===== src/rtl/pic_pkg.sv =====
// Package: port addresses, command word fields and reset values of the interrupt controller
package pic_pkg;

	// ---------------------------------------------------------------
	// Port addresses
	// ---------------------------------------------------------------
	localparam logic [7:0] PIC_PORT_LOW  = 8'h20; // Command / readback port
	localparam logic [7:0] PIC_PORT_HIGH = 8'h21; // Mask / init data port

	// ---------------------------------------------------------------
	// Command word field positions
	// ---------------------------------------------------------------
	localparam int INIT_FIRST_FLAG_BIT  = 4; // Marks the first init word
	localparam int INIT_LEVEL_TRIG_BIT  = 3; // Level (1) / edge (0)
	localparam int INIT_INTERVAL_BIT    = 2; // Call interval 4 (1) / 8 (0)
	localparam int INIT_SINGLE_BIT      = 1; // Single (1) / cascade (0)
	localparam int INIT_NEED_FOURTH_BIT = 0; // Fourth word follows
	localparam int MODE_NESTED_BIT      = 4; // Special fully nested
	localparam int MODE_BUFFERED_BIT    = 3; // Buffered operation
	localparam int MODE_MASTER_BIT      = 2; // Master role when buffered
	localparam int MODE_AUTO_EOI_BIT    = 1; // Automatic end of interrupt
	localparam int OP_ROTATE_BIT        = 7; // Rotate command bit
	localparam int OP_SPECIFIC_BIT      = 6; // specific_level_bit
	localparam int OP_EOI_BIT           = 5; // end_of_service_bit
	localparam int OP_SEL3_BIT          = 3; // Selects third operation word
	localparam int OP_MASK_CHG_BIT      = 6; // special_mask_change_enable
	localparam int OP_MASK_SEL_BIT      = 5; // special_mask_select
	localparam int OP_POLL_BIT          = 2; // Poll command
	localparam int OP_RDSEL_EN_BIT      = 1; // readback_select_enable
	localparam int OP_RD_ISR_BIT        = 0; // readback_in_service_select
	localparam int TYPE_LOW_BIT         = 3; // Lowest programmed type bit

	// ---------------------------------------------------------------
	// Reset values
	// ---------------------------------------------------------------
	localparam logic [7:0] MASK_RESET = 8'hff; // All levels inhibited
	localparam logic [7:0] BYTE_ZERO  = 8'h00;

	// Initialisation sequencer states
	typedef enum logic [3:0] {
		SEQ_READY  = 4'h1,
		SEQ_TYPE   = 4'h2,
		SEQ_CASC   = 4'h4,
		SEQ_FOURTH = 4'h8
	} pic_seq_type;

endpackage


===== src/rtl/pic_prio.sv =====
// Priority resolver: lowest-numbered set bit after rotation by a base level
`timescale 1ns/100ps
`default_nettype none
module pic_prio
	import pic_pkg::*;
#(
	parameter int WIDTH = 8
) (
	// Inputs
	input  wire logic [WIDTH-1:0]         bits,
	input  wire logic [$clog2(WIDTH)-1:0] base,
	// Result
	output logic                          found,
	output logic [$clog2(WIDTH)-1:0]      level
);
	// ---------------------------------------------------------------
	// Checks
	// ---------------------------------------------------------------
	if (WIDTH != 8) begin : g_bad
		$error("pic_prio supports only WIDTH 8");
	end

	// ---------------------------------------------------------------
	// Search
	// ---------------------------------------------------------------
	// Scan from base+7 down to base, wrapping; last hit, nearest base, is highest priority
	always_comb begin
		logic [$clog2(WIDTH)-1:0] idx;
		idx = '0;
		found = 1'b0;
		level = '0;
		for (int i = WIDTH - 1; i >= 0; i--) begin
			idx = base + i[$clog2(WIDTH)-1:0];
			if (bits[idx]) begin
				found = 1'b1;
				level = idx;
			end
		end
	end
endmodule
`default_nettype wire


===== src/rtl/pic_core.sv =====
// Eight-level priority interrupt controller with port-mapped command words
//
// Functional notes
// - Low port, bit4 set: first init word
// - First word: trigger, interval, cascade, fourth-word
// - Second word loads type bits 7..3
// - Acknowledge drives type bits plus level
// - Third init word only when cascaded
// - Fourth word: nested, buffered, master, auto-END_OF_SERVICE_BIT
// - High port after init loads mask
// - Low port bits4,3 zero: second operation word
// - Specific bit applies command to level bits
// - Bit7,4 zero, bit3 set: third word; poll
// - Special mask mode changes only with enable
// - Register select chooses in-service or request readback
`timescale 1ns/100ps
`default_nettype none
module pic_core
	import pic_pkg::*;
(
	// Clock and reset
	input  wire logic       clk,
	input  wire logic       arst_n,
	// Host I/O port access
	input  wire logic [7:0] ioAddr,
	input  wire logic       ioWrite,
	input  wire logic       ioRead,
	input  wire logic [7:0] ioWrData,
	output logic      [7:0] ioRdData,
	// Interrupt acknowledge
	input  wire logic       intAck,
	output logic      [7:0] ackData,
	output logic            ackValid,
	// Request inputs and processor interrupt
	input  wire logic [7:0] requestInputLevel,
	output logic            intReq,
	// Mode status
	output logic            fourByteInterval,
	output logic            bufferedMode,
	output logic            masterRole
);
	// ---------------------------------------------------------------
	// Decode
	// ---------------------------------------------------------------
	logic        wrLow;      // Write to low port
	logic        wrHigh;     // Write to high port
	logic        isFirst;    // First init word
	logic        isOpTwo;    // Second operation word
	logic        isOpThree;  // Third operation word
	assign wrLow     = ioWrite && ioAddr == PIC_PORT_LOW;
	assign wrHigh    = ioWrite && ioAddr == PIC_PORT_HIGH;
	assign isFirst   = wrLow && ioWrData[INIT_FIRST_FLAG_BIT];
	assign isOpTwo   = wrLow && !ioWrData[INIT_FIRST_FLAG_BIT]
		&& !ioWrData[OP_SEL3_BIT];
	assign isOpThree = wrLow && !ioWrData[7] && !ioWrData[INIT_FIRST_FLAG_BIT]
		&& ioWrData[OP_SEL3_BIT];

	// ---------------------------------------------------------------
	// State
	// ---------------------------------------------------------------
	pic_seq_type seq;          // Init sequencer
	logic        levelTrig;    // Level (1) / edge (0) triggering
	logic        singleMode;   // No cascade word expected
	logic        needFourth;   // Fourth word expected
	logic        nestedMode;   // Special fully nested
	logic        autoEoi;      // Auto end of interrupt on acknowledge
	logic [4:0]  typeBits;     // Programmed vector type bits
	logic [7:0]  cascadeMap;   // Slave map or slave identity
	logic [7:0]  levelMask;    // One inhibits a level
	logic [7:0]  inService;    // Levels being serviced
	logic [7:0]  request;      // Latched requests
	logic [7:0]  reqPrev;      // Previous inputs for edge detect
	logic [2:0]  prioBase;     // Highest priority level (rotation)
	logic        specialMask;  // Special mask mode
	logic        readIsr;      // Readback selects in-service
	logic        pollPending;  // Next low read returns poll byte

	// ---------------------------------------------------------------
	// Priority resolution
	// ---------------------------------------------------------------
	logic [7:0]  pending;      // Unmasked requests
	logic [7:0]  isrSeen;      // In-service levels that block others
	logic        reqFound;
	logic [2:0]  reqLevel;
	logic        isrFound;
	logic [2:0]  isrLevel;
	logic        serviceable;  // A request beats every in-service level
	assign pending = request & ~levelMask;
	// Special mask mode lets masked in-service levels stop blocking
	assign isrSeen = specialMask ? (inService & ~levelMask) : inService;

	pic_prio #(.WIDTH(8)) uReqPrio (
		.bits  (pending),
		.base  (prioBase),
		.found (reqFound),
		.level (reqLevel)
	);
	pic_prio #(.WIDTH(8)) uIsrPrio (
		.bits  (isrSeen),
		.base  (prioBase),
		.found (isrFound),
		.level (isrLevel)
	);

	// Priority distance from the base; zero is the highest
	logic [2:0] reqRank;
	logic [2:0] isrRank;
	assign reqRank = reqLevel - prioBase;
	assign isrRank = isrLevel - prioBase;
	// Nested mode lets an in-service level be re-entered by itself
	assign serviceable = reqFound && (!isrFound || reqRank < isrRank
		|| (nestedMode && reqRank == isrRank));

	// ---------------------------------------------------------------
	// Initialisation sequencer and mode bits
	// ---------------------------------------------------------------
	// A new first word always restarts, so a lost sequence recovers
	always_ff @(posedge clk or negedge arst_n) begin
		if (!arst_n) begin
			seq        <= SEQ_TYPE;
			levelTrig  <= 1'b0;
			fourByteInterval <= 1'b0;
			singleMode <= 1'b1;
			needFourth <= 1'b0;
			typeBits   <= 5'h00;
			cascadeMap <= BYTE_ZERO;
			nestedMode <= 1'b0;
			bufferedMode <= 1'b0;
			masterRole <= 1'b0;
			autoEoi    <= 1'b0;
		end else if (isFirst) begin
			levelTrig  <= ioWrData[INIT_LEVEL_TRIG_BIT];
			fourByteInterval <= ioWrData[INIT_INTERVAL_BIT];
			singleMode <= ioWrData[INIT_SINGLE_BIT];
			needFourth <= ioWrData[INIT_NEED_FOURTH_BIT];
			nestedMode <= 1'b0;
			bufferedMode <= 1'b0;
			autoEoi    <= 1'b0;
			seq        <= SEQ_TYPE;
		end else if (wrHigh) begin
			unique case (seq)
				SEQ_TYPE: begin
					typeBits <= ioWrData[7:TYPE_LOW_BIT];
					if (!singleMode)
						seq <= SEQ_CASC;
					else if (needFourth)
						seq <= SEQ_FOURTH;
					else
						seq <= SEQ_READY;
				end
				SEQ_CASC: begin
					cascadeMap <= ioWrData;
					seq <= needFourth ? SEQ_FOURTH : SEQ_READY;
				end
				SEQ_FOURTH: begin
					nestedMode   <= ioWrData[MODE_NESTED_BIT];
					bufferedMode <= ioWrData[MODE_BUFFERED_BIT];
					// Role bit only means something when buffered
					masterRole   <= ioWrData[MODE_BUFFERED_BIT]
						& ioWrData[MODE_MASTER_BIT];
					autoEoi      <= ioWrData[MODE_AUTO_EOI_BIT];
					seq <= SEQ_READY;
				end
				SEQ_READY: begin
					// Mask writes handled below
				end
			endcase
		end
	end

	// ---------------------------------------------------------------
	// Mask register
	// ---------------------------------------------------------------
	always_ff @(posedge clk or negedge arst_n) begin
		if (!arst_n)
			levelMask <= MASK_RESET;
		else if (isFirst)
			levelMask <= BYTE_ZERO;
		else if (wrHigh && seq == SEQ_READY)
			levelMask <= ioWrData;
	end

	// ---------------------------------------------------------------
	// Third operation word: special mask, readback select, poll
	// ---------------------------------------------------------------
	logic opReady;
	assign opReady = seq == SEQ_READY;
	always_ff @(posedge clk or negedge arst_n) begin
		if (!arst_n) begin
			specialMask <= 1'b0;
			readIsr     <= 1'b0;
			pollPending <= 1'b0;
		end else if (isFirst) begin
			specialMask <= 1'b0;
			readIsr     <= 1'b0;
			pollPending <= 1'b0;
		end else if (isOpThree && opReady) begin
			if (ioWrData[OP_MASK_CHG_BIT])
				specialMask <= ioWrData[OP_MASK_SEL_BIT];
			if (ioWrData[OP_RDSEL_EN_BIT])
				readIsr <= ioWrData[OP_RD_ISR_BIT];
			pollPending <= ioWrData[OP_POLL_BIT];
		end else if (ioRead && ioAddr == PIC_PORT_LOW) begin
			pollPending <= 1'b0;
		end
	end

	// ---------------------------------------------------------------
	// Request latch
	// ---------------------------------------------------------------
	// Edge mode holds a request until acknowledged; level mode follows
	logic       takeLevel;  // Level granted this cycle
	logic [7:0] takeMask;
	assign takeLevel = (intAck && ackValid == 1'b0 && serviceable)
		|| (pollPending && ioRead && ioAddr == PIC_PORT_LOW && serviceable);
	assign takeMask  = takeLevel ? (8'h01 << reqLevel) : BYTE_ZERO;
	always_ff @(posedge clk or negedge arst_n) begin
		if (!arst_n) begin
			request <= BYTE_ZERO;
			reqPrev <= BYTE_ZERO;
		end else begin
			reqPrev <= requestInputLevel;
			if (levelTrig)
				request <= requestInputLevel & ~takeMask;
			else
				// New edge wins over the clear from an acknowledge
				request <= (request & ~takeMask)
					| (requestInputLevel & ~reqPrev);
		end
	end

	// ---------------------------------------------------------------
	// In-service register and rotation
	// ---------------------------------------------------------------
	logic [2:0] eoiLevel;   // Level an end-of-interrupt acts on
	logic [7:0] eoiMask;
	logic       doEoi;
	assign eoiLevel = ioWrData[OP_SPECIFIC_BIT] ? ioWrData[2:0] : isrLevel;
	assign doEoi    = isOpTwo && opReady && ioWrData[OP_EOI_BIT]
		&& (ioWrData[OP_SPECIFIC_BIT] || isrFound);
	assign eoiMask  = doEoi ? (8'h01 << eoiLevel) : BYTE_ZERO;
	always_ff @(posedge clk or negedge arst_n) begin
		if (!arst_n) begin
			inService <= BYTE_ZERO;
			prioBase  <= 3'h0;
		end else if (isFirst) begin
			inService <= BYTE_ZERO;
			prioBase  <= 3'h0;
		end else begin
			// Auto-END_OF_SERVICE_BIT never records the level as in service
			inService <= (inService & ~eoiMask)
				| (autoEoi ? BYTE_ZERO : takeMask);
			if (isOpTwo && opReady && ioWrData[OP_ROTATE_BIT]) begin
				if (ioWrData[OP_SPECIFIC_BIT])
					prioBase <= ioWrData[2:0] + 3'h1;
				else if (doEoi)
					prioBase <= eoiLevel + 3'h1;
			end
		end
	end

	// ---------------------------------------------------------------
	// Interrupt output and acknowledge byte
	// ---------------------------------------------------------------
	// ackValid marks the first acknowledge cycle; a held intAck yields again every second cycle
	always_ff @(posedge clk or negedge arst_n) begin
		if (!arst_n) begin
			intReq   <= 1'b0;
			ackData  <= BYTE_ZERO;
			ackValid <= 1'b0;
		end else begin
			intReq   <= serviceable && opReady && !takeLevel;
			ackValid <= intAck && !ackValid;
			if (intAck && !ackValid)
				ackData <= {typeBits, reqLevel};
		end
	end

	// ---------------------------------------------------------------
	// Readback
	// ---------------------------------------------------------------
	always_ff @(posedge clk or negedge arst_n) begin
		if (!arst_n)
			ioRdData <= BYTE_ZERO;
		else if (ioRead && ioAddr == PIC_PORT_HIGH)
			ioRdData <= levelMask;
		else if (ioRead && ioAddr == PIC_PORT_LOW) begin
			if (pollPending)
				ioRdData <= {serviceable, 4'h0, reqLevel};
			else
				ioRdData <= readIsr ? inService : request;
		end
	end
endmodule
`default_nettype wire


===== config.mk =====
export PLATFORM = sky130hd
export DESIGN_NAME = pic_core
export DESIGN_NICKNAME = d
export VERILOG_FILES = /design/src/rtl/pic_pkg.sv /design/src/rtl/pic_prio.sv /design/src/rtl/pic_core.sv
export SDC_FILE = /design/constraint.sdc
export NUM_CORES = 1
export LEC_CHECK = 0
export BUFFER_PORTS_ARGS = -buffer_cell sky130_fd_sc_hd__buf_4
export CAP_MARGIN = 20
export CORE_MARGIN = 4
export CORE_UTILIZATION = 55
export CTS_BUF_LIST = sky130_fd_sc_hd__clkbuf_2 sky130_fd_sc_hd__clkbuf_4 sky130_fd_sc_hd__clkbuf_8
export DETAILED_ROUTE_END_ITERATION = 8
export HOLD_SLACK_MARGIN = 0.05
export PLACE_DENSITY_LB_ADDON = 0.05
export SETUP_SLACK_MARGIN = 0.1
export SLEW_MARGIN = 20
export SYNTH_ARGS = -nofsm -noshare
export SYNTH_HDL_FRONTEND = slang
export SYNTH_SLANG_ARGS = --single-unit

===== constraint.sdc =====
create_clock -name clk -period 7.2 [get_ports clk]
set_clock_uncertainty 0.05 [all_clocks]
set_input_delay 0.72 -clock clk [delete_from_list [all_inputs] [get_ports clk]]
set_output_delay 0.72 -clock clk [all_outputs]
set_load 0.01 [all_outputs]

==> results.sh <==
export IMPL_status="complete, no violations"
export IMPL_die_width_um=110
export IMPL_syn_to_final_growth_pct=11.1
export IMPL_drive_gt1_frac=0.216
export IMPL_combPwrFrac=0.435
export IMPL_ctsResizeCount=0
export IMPL_wirelength_um=17000
export IMPL_final_common_cell="nand2_1"
export IMPL_core_mm2=0.00995
export IMPL_p_clk_frac=0.211
export IMPL_p_switching_uw=556
export IMPL_post_dp_hpwl_um=12600
export IMPL_setup_violations=0
export IMPL_swShare=0.391
export IMPL_synth_seq_cells=73
export IMPL_required_ps=7400
export IMPL_yosysWarnings=0
export IMPL_cts_setup_buffers=0
export IMPL_grt_overflow_total=0
export IMPL_avgViaCountPerCell=6.65
export IMPL_clockBufferDepth=2
export IMPL_track_usage=0.297
export IMPL_internal_power_uw=865
export IMPL_power_density_mw_per_mm2=224
export IMPL_setup_tns_ps=0
export IMPL_antenna_found_initial=0
export IMPL_grt_max_degree=74
export IMPL_ant_nets=0
export IMPL_crit_fanout=18
export IMPL_synthArstFlopShare=1.00
export IMPL_synth_cells=626
export IMPL_slew_headroom=0.357
export IMPL_start_util=0.574
export IMPL_leakagePower_nw=2.72
export IMPL_synth_edf_count=0
export IMPL_ctsHoldBuffers=0
export IMPL_crit_type="flop to flop"
export IMPL_finalCritPeriodShare=0.811
export IMPL_report_final_slew_viol_count=0
export IMPL_die_area_mm2=0.0121
export IMPL_start_kind="flop"
export IMPL_grt_pass1_vias=5186
export IMPL_drcViolationCount=0
export IMPL_cts_root_buf="clkbuf_8"
export IMPL_wire_per_inst_um=21.2
export IMPL_ir_worst_vdd_mv=0.153
export IMPL_insertion_delay_ps=370
export IMPL_drt_iter0_markers=522
export IMPL_synth_nets=665
export IMPL_tightestPinTransition_ps=959
export IMPL_cts_tree="done"
export IMPL_place_congestion=0.951
export IMPL_hold_viol_final=0
export IMPL_synthFlopType="dfrtp_1"
export IMPL_critPathArrivalTime_ps=6040
export IMPL_hp_class="primary input to asynchronous set/reset pin"
export IMPL_fin_crit_ps=5840
export IMPL_htreeDepth=3
export IMPL_clk_pin_slew_ps=80
export IMPL_avgSynthCellArea_um2=9.13
export IMPL_fp_dieH_um=110
export IMPL_layout_cells_non_filler=801
export IMPL_ys_types=86
export IMPL_ys_seq_area_frac=0.322
export IMPL_antenna_cells=0
export IMPL_fmax_mhz=171
export IMPL_port_buffers=49
export IMPL_numCtsBuffers=9
export IMPL_rsz0062_at_grt="no"
export IMPL_final_cell_mix="nand2_1, dfrtp_1, buf_4, nor2_1, o21ai_0"
export IMPL_cts_sinks=73
export IMPL_first_pass_iters=5
export IMPL_rows=36
export IMPL_placed_cells=784
export IMPL_ios=50
export IMPL_maxCapViolations=0
export IMPL_seq_power_share=0.354
export IMPL_end_kind="flop"
export IMPL_vias=5326
export IMPL_grt_pass1_wl_um=27600
export IMPL_netlist_area_mm2=0.00571
export IMPL_nets=702
[logic make-up after synthesis]
family,Yosys count,synth area share
xor gates and xnor gates,8,0.0149
adders and majority gates,10,0.0245
muxes,60,0.156
DFF,73,0.322
AOI/OAI and AO/OA,159,0.196
buffers and inverters,53,0.0425
and+or+nand+nor,263,0.244
[worst max-delay path, stage by stage (launching register included)]
cell       delay (ps)
dfrtp_1           810
inv_4             260
ha_1              380
xnor2_2           420
mux4_2            610
o31a_1            310
a21oi_1           180
o2bb2ai_2         260
ha_1              260
fa_1              410
inv_1              70
ha_1              240
a21o_1            170
a21oi_1           140
a41oi_1            60
a21o_1            300
or4b_4            540
o2bb2ai_1         180
nand2_1            60
[sequential cells by signal (all words and copies together) (netlist names), 3 cells and up]
| signal | flops |
|---|---|
| ackData | 8 |
| inService | 8 |
| ioRdData | 8 |
| levelMask | 8 |
| prioBase | 3 |
| reqPrev | 8 |
| request | 8 |
| seq | 4 |
| typeBits | 5 |
[cell type report]
class,instances,area [µm²]
repair buffers,59,450
fillers,849,3610
clock buffers,11,151
flip-flops and latches,73,1840
clock inverters,5,30.0
well taps,133,166
multi-input cells,500,3630
inverters,20,77.6
[per-layer routing]
metal / global-route usage / wire length (µm) / up-vias
met5: 0 / 0 / -
met4: 0.108 / 462 / 0
met3: 0.0429 / 1170 / 40
met2: 0.476 / 8160 / 251
met1: 0.410 / 7180 / 2616
li1: - / - / 2419
[power by group through the flow]
stage / Clock [mW] / Sequential, mW / Combinational, mW
after floorplan: 0 / 0.492 / 0.424
after global placement: 0 / 0.507 / 0.588
after detailed placement: 0 / 0.508 / 0.602
after CTS: 0.300 / 0.501 / 0.605
after global routing: 0.318 / 0.508 / 0.671
final: 0.300 / 0.503 / 0.619
[final timing paths]
kind	startpoint	end	slack, ps	cells past startpoint
worst max-delay path	prioBase[0]	request[1]	1360	18
worst min-delay path	arst_n	fourByteInterval	420	1
worst max register to register	prioBase[0]	request[1]	1360	18
worst min register to register	typeBits[4]	ackData[7]	430	2
max in group asynchronous	arst_n	reqPrev[1]	6070	1
min in group clk	typeBits[4]	ackData[7]	430	2
[Yosys cell counts (all sizes together), types with 8 or more instances]
library cell | n | area [µm²]
nand2 | 107 | 402
dfrtp | 63 | 1580
nor2 | 36 | 135
o21ai | 30 | 150
a21oi | 25 | 125
nand3 | 25 | 125
clkbuf | 24 | 90.1
mux2i | 24 | 240
mux4 | 21 | 480
inv | 20 | 77.6
nand2b | 19 | 119
mux2 | 15 | 173
a21boi | 12 | 93.8
o22ai | 12 | 75.1
a211oi | 10 | 75.1
dfstp | 10 | 263
buf | 9 | 75.1
nand3b | 9 | 67.6
nor3 | 9 | 45.0
o211ai | 9 | 72.6
a21o | 8 | 60.1
ha | 8 | 100
[per-stage QoR]
stage | hold WS [ps] | worst slack (ps) | power (mW) | util | cell area, µm²
3_5_place_dp | 403 | 1440 | 1.11 | 0.618 | 6150
2_1_floorplan | 374 | 2100 | 0.916 | - | 5710
5_1_grt | 420 | 1020 | 1.50 | 0.638 | 6350
3_3_place_gp | 401 | 1630 | 1.09 | 0.618 | 6150
4_1_cts | 418 | 1420 | 1.41 | 0.636 | 6330
6_report | 423 | 1360 | 1.42 | 0.638 | 6350
Power figures use the tool's default switching activity.
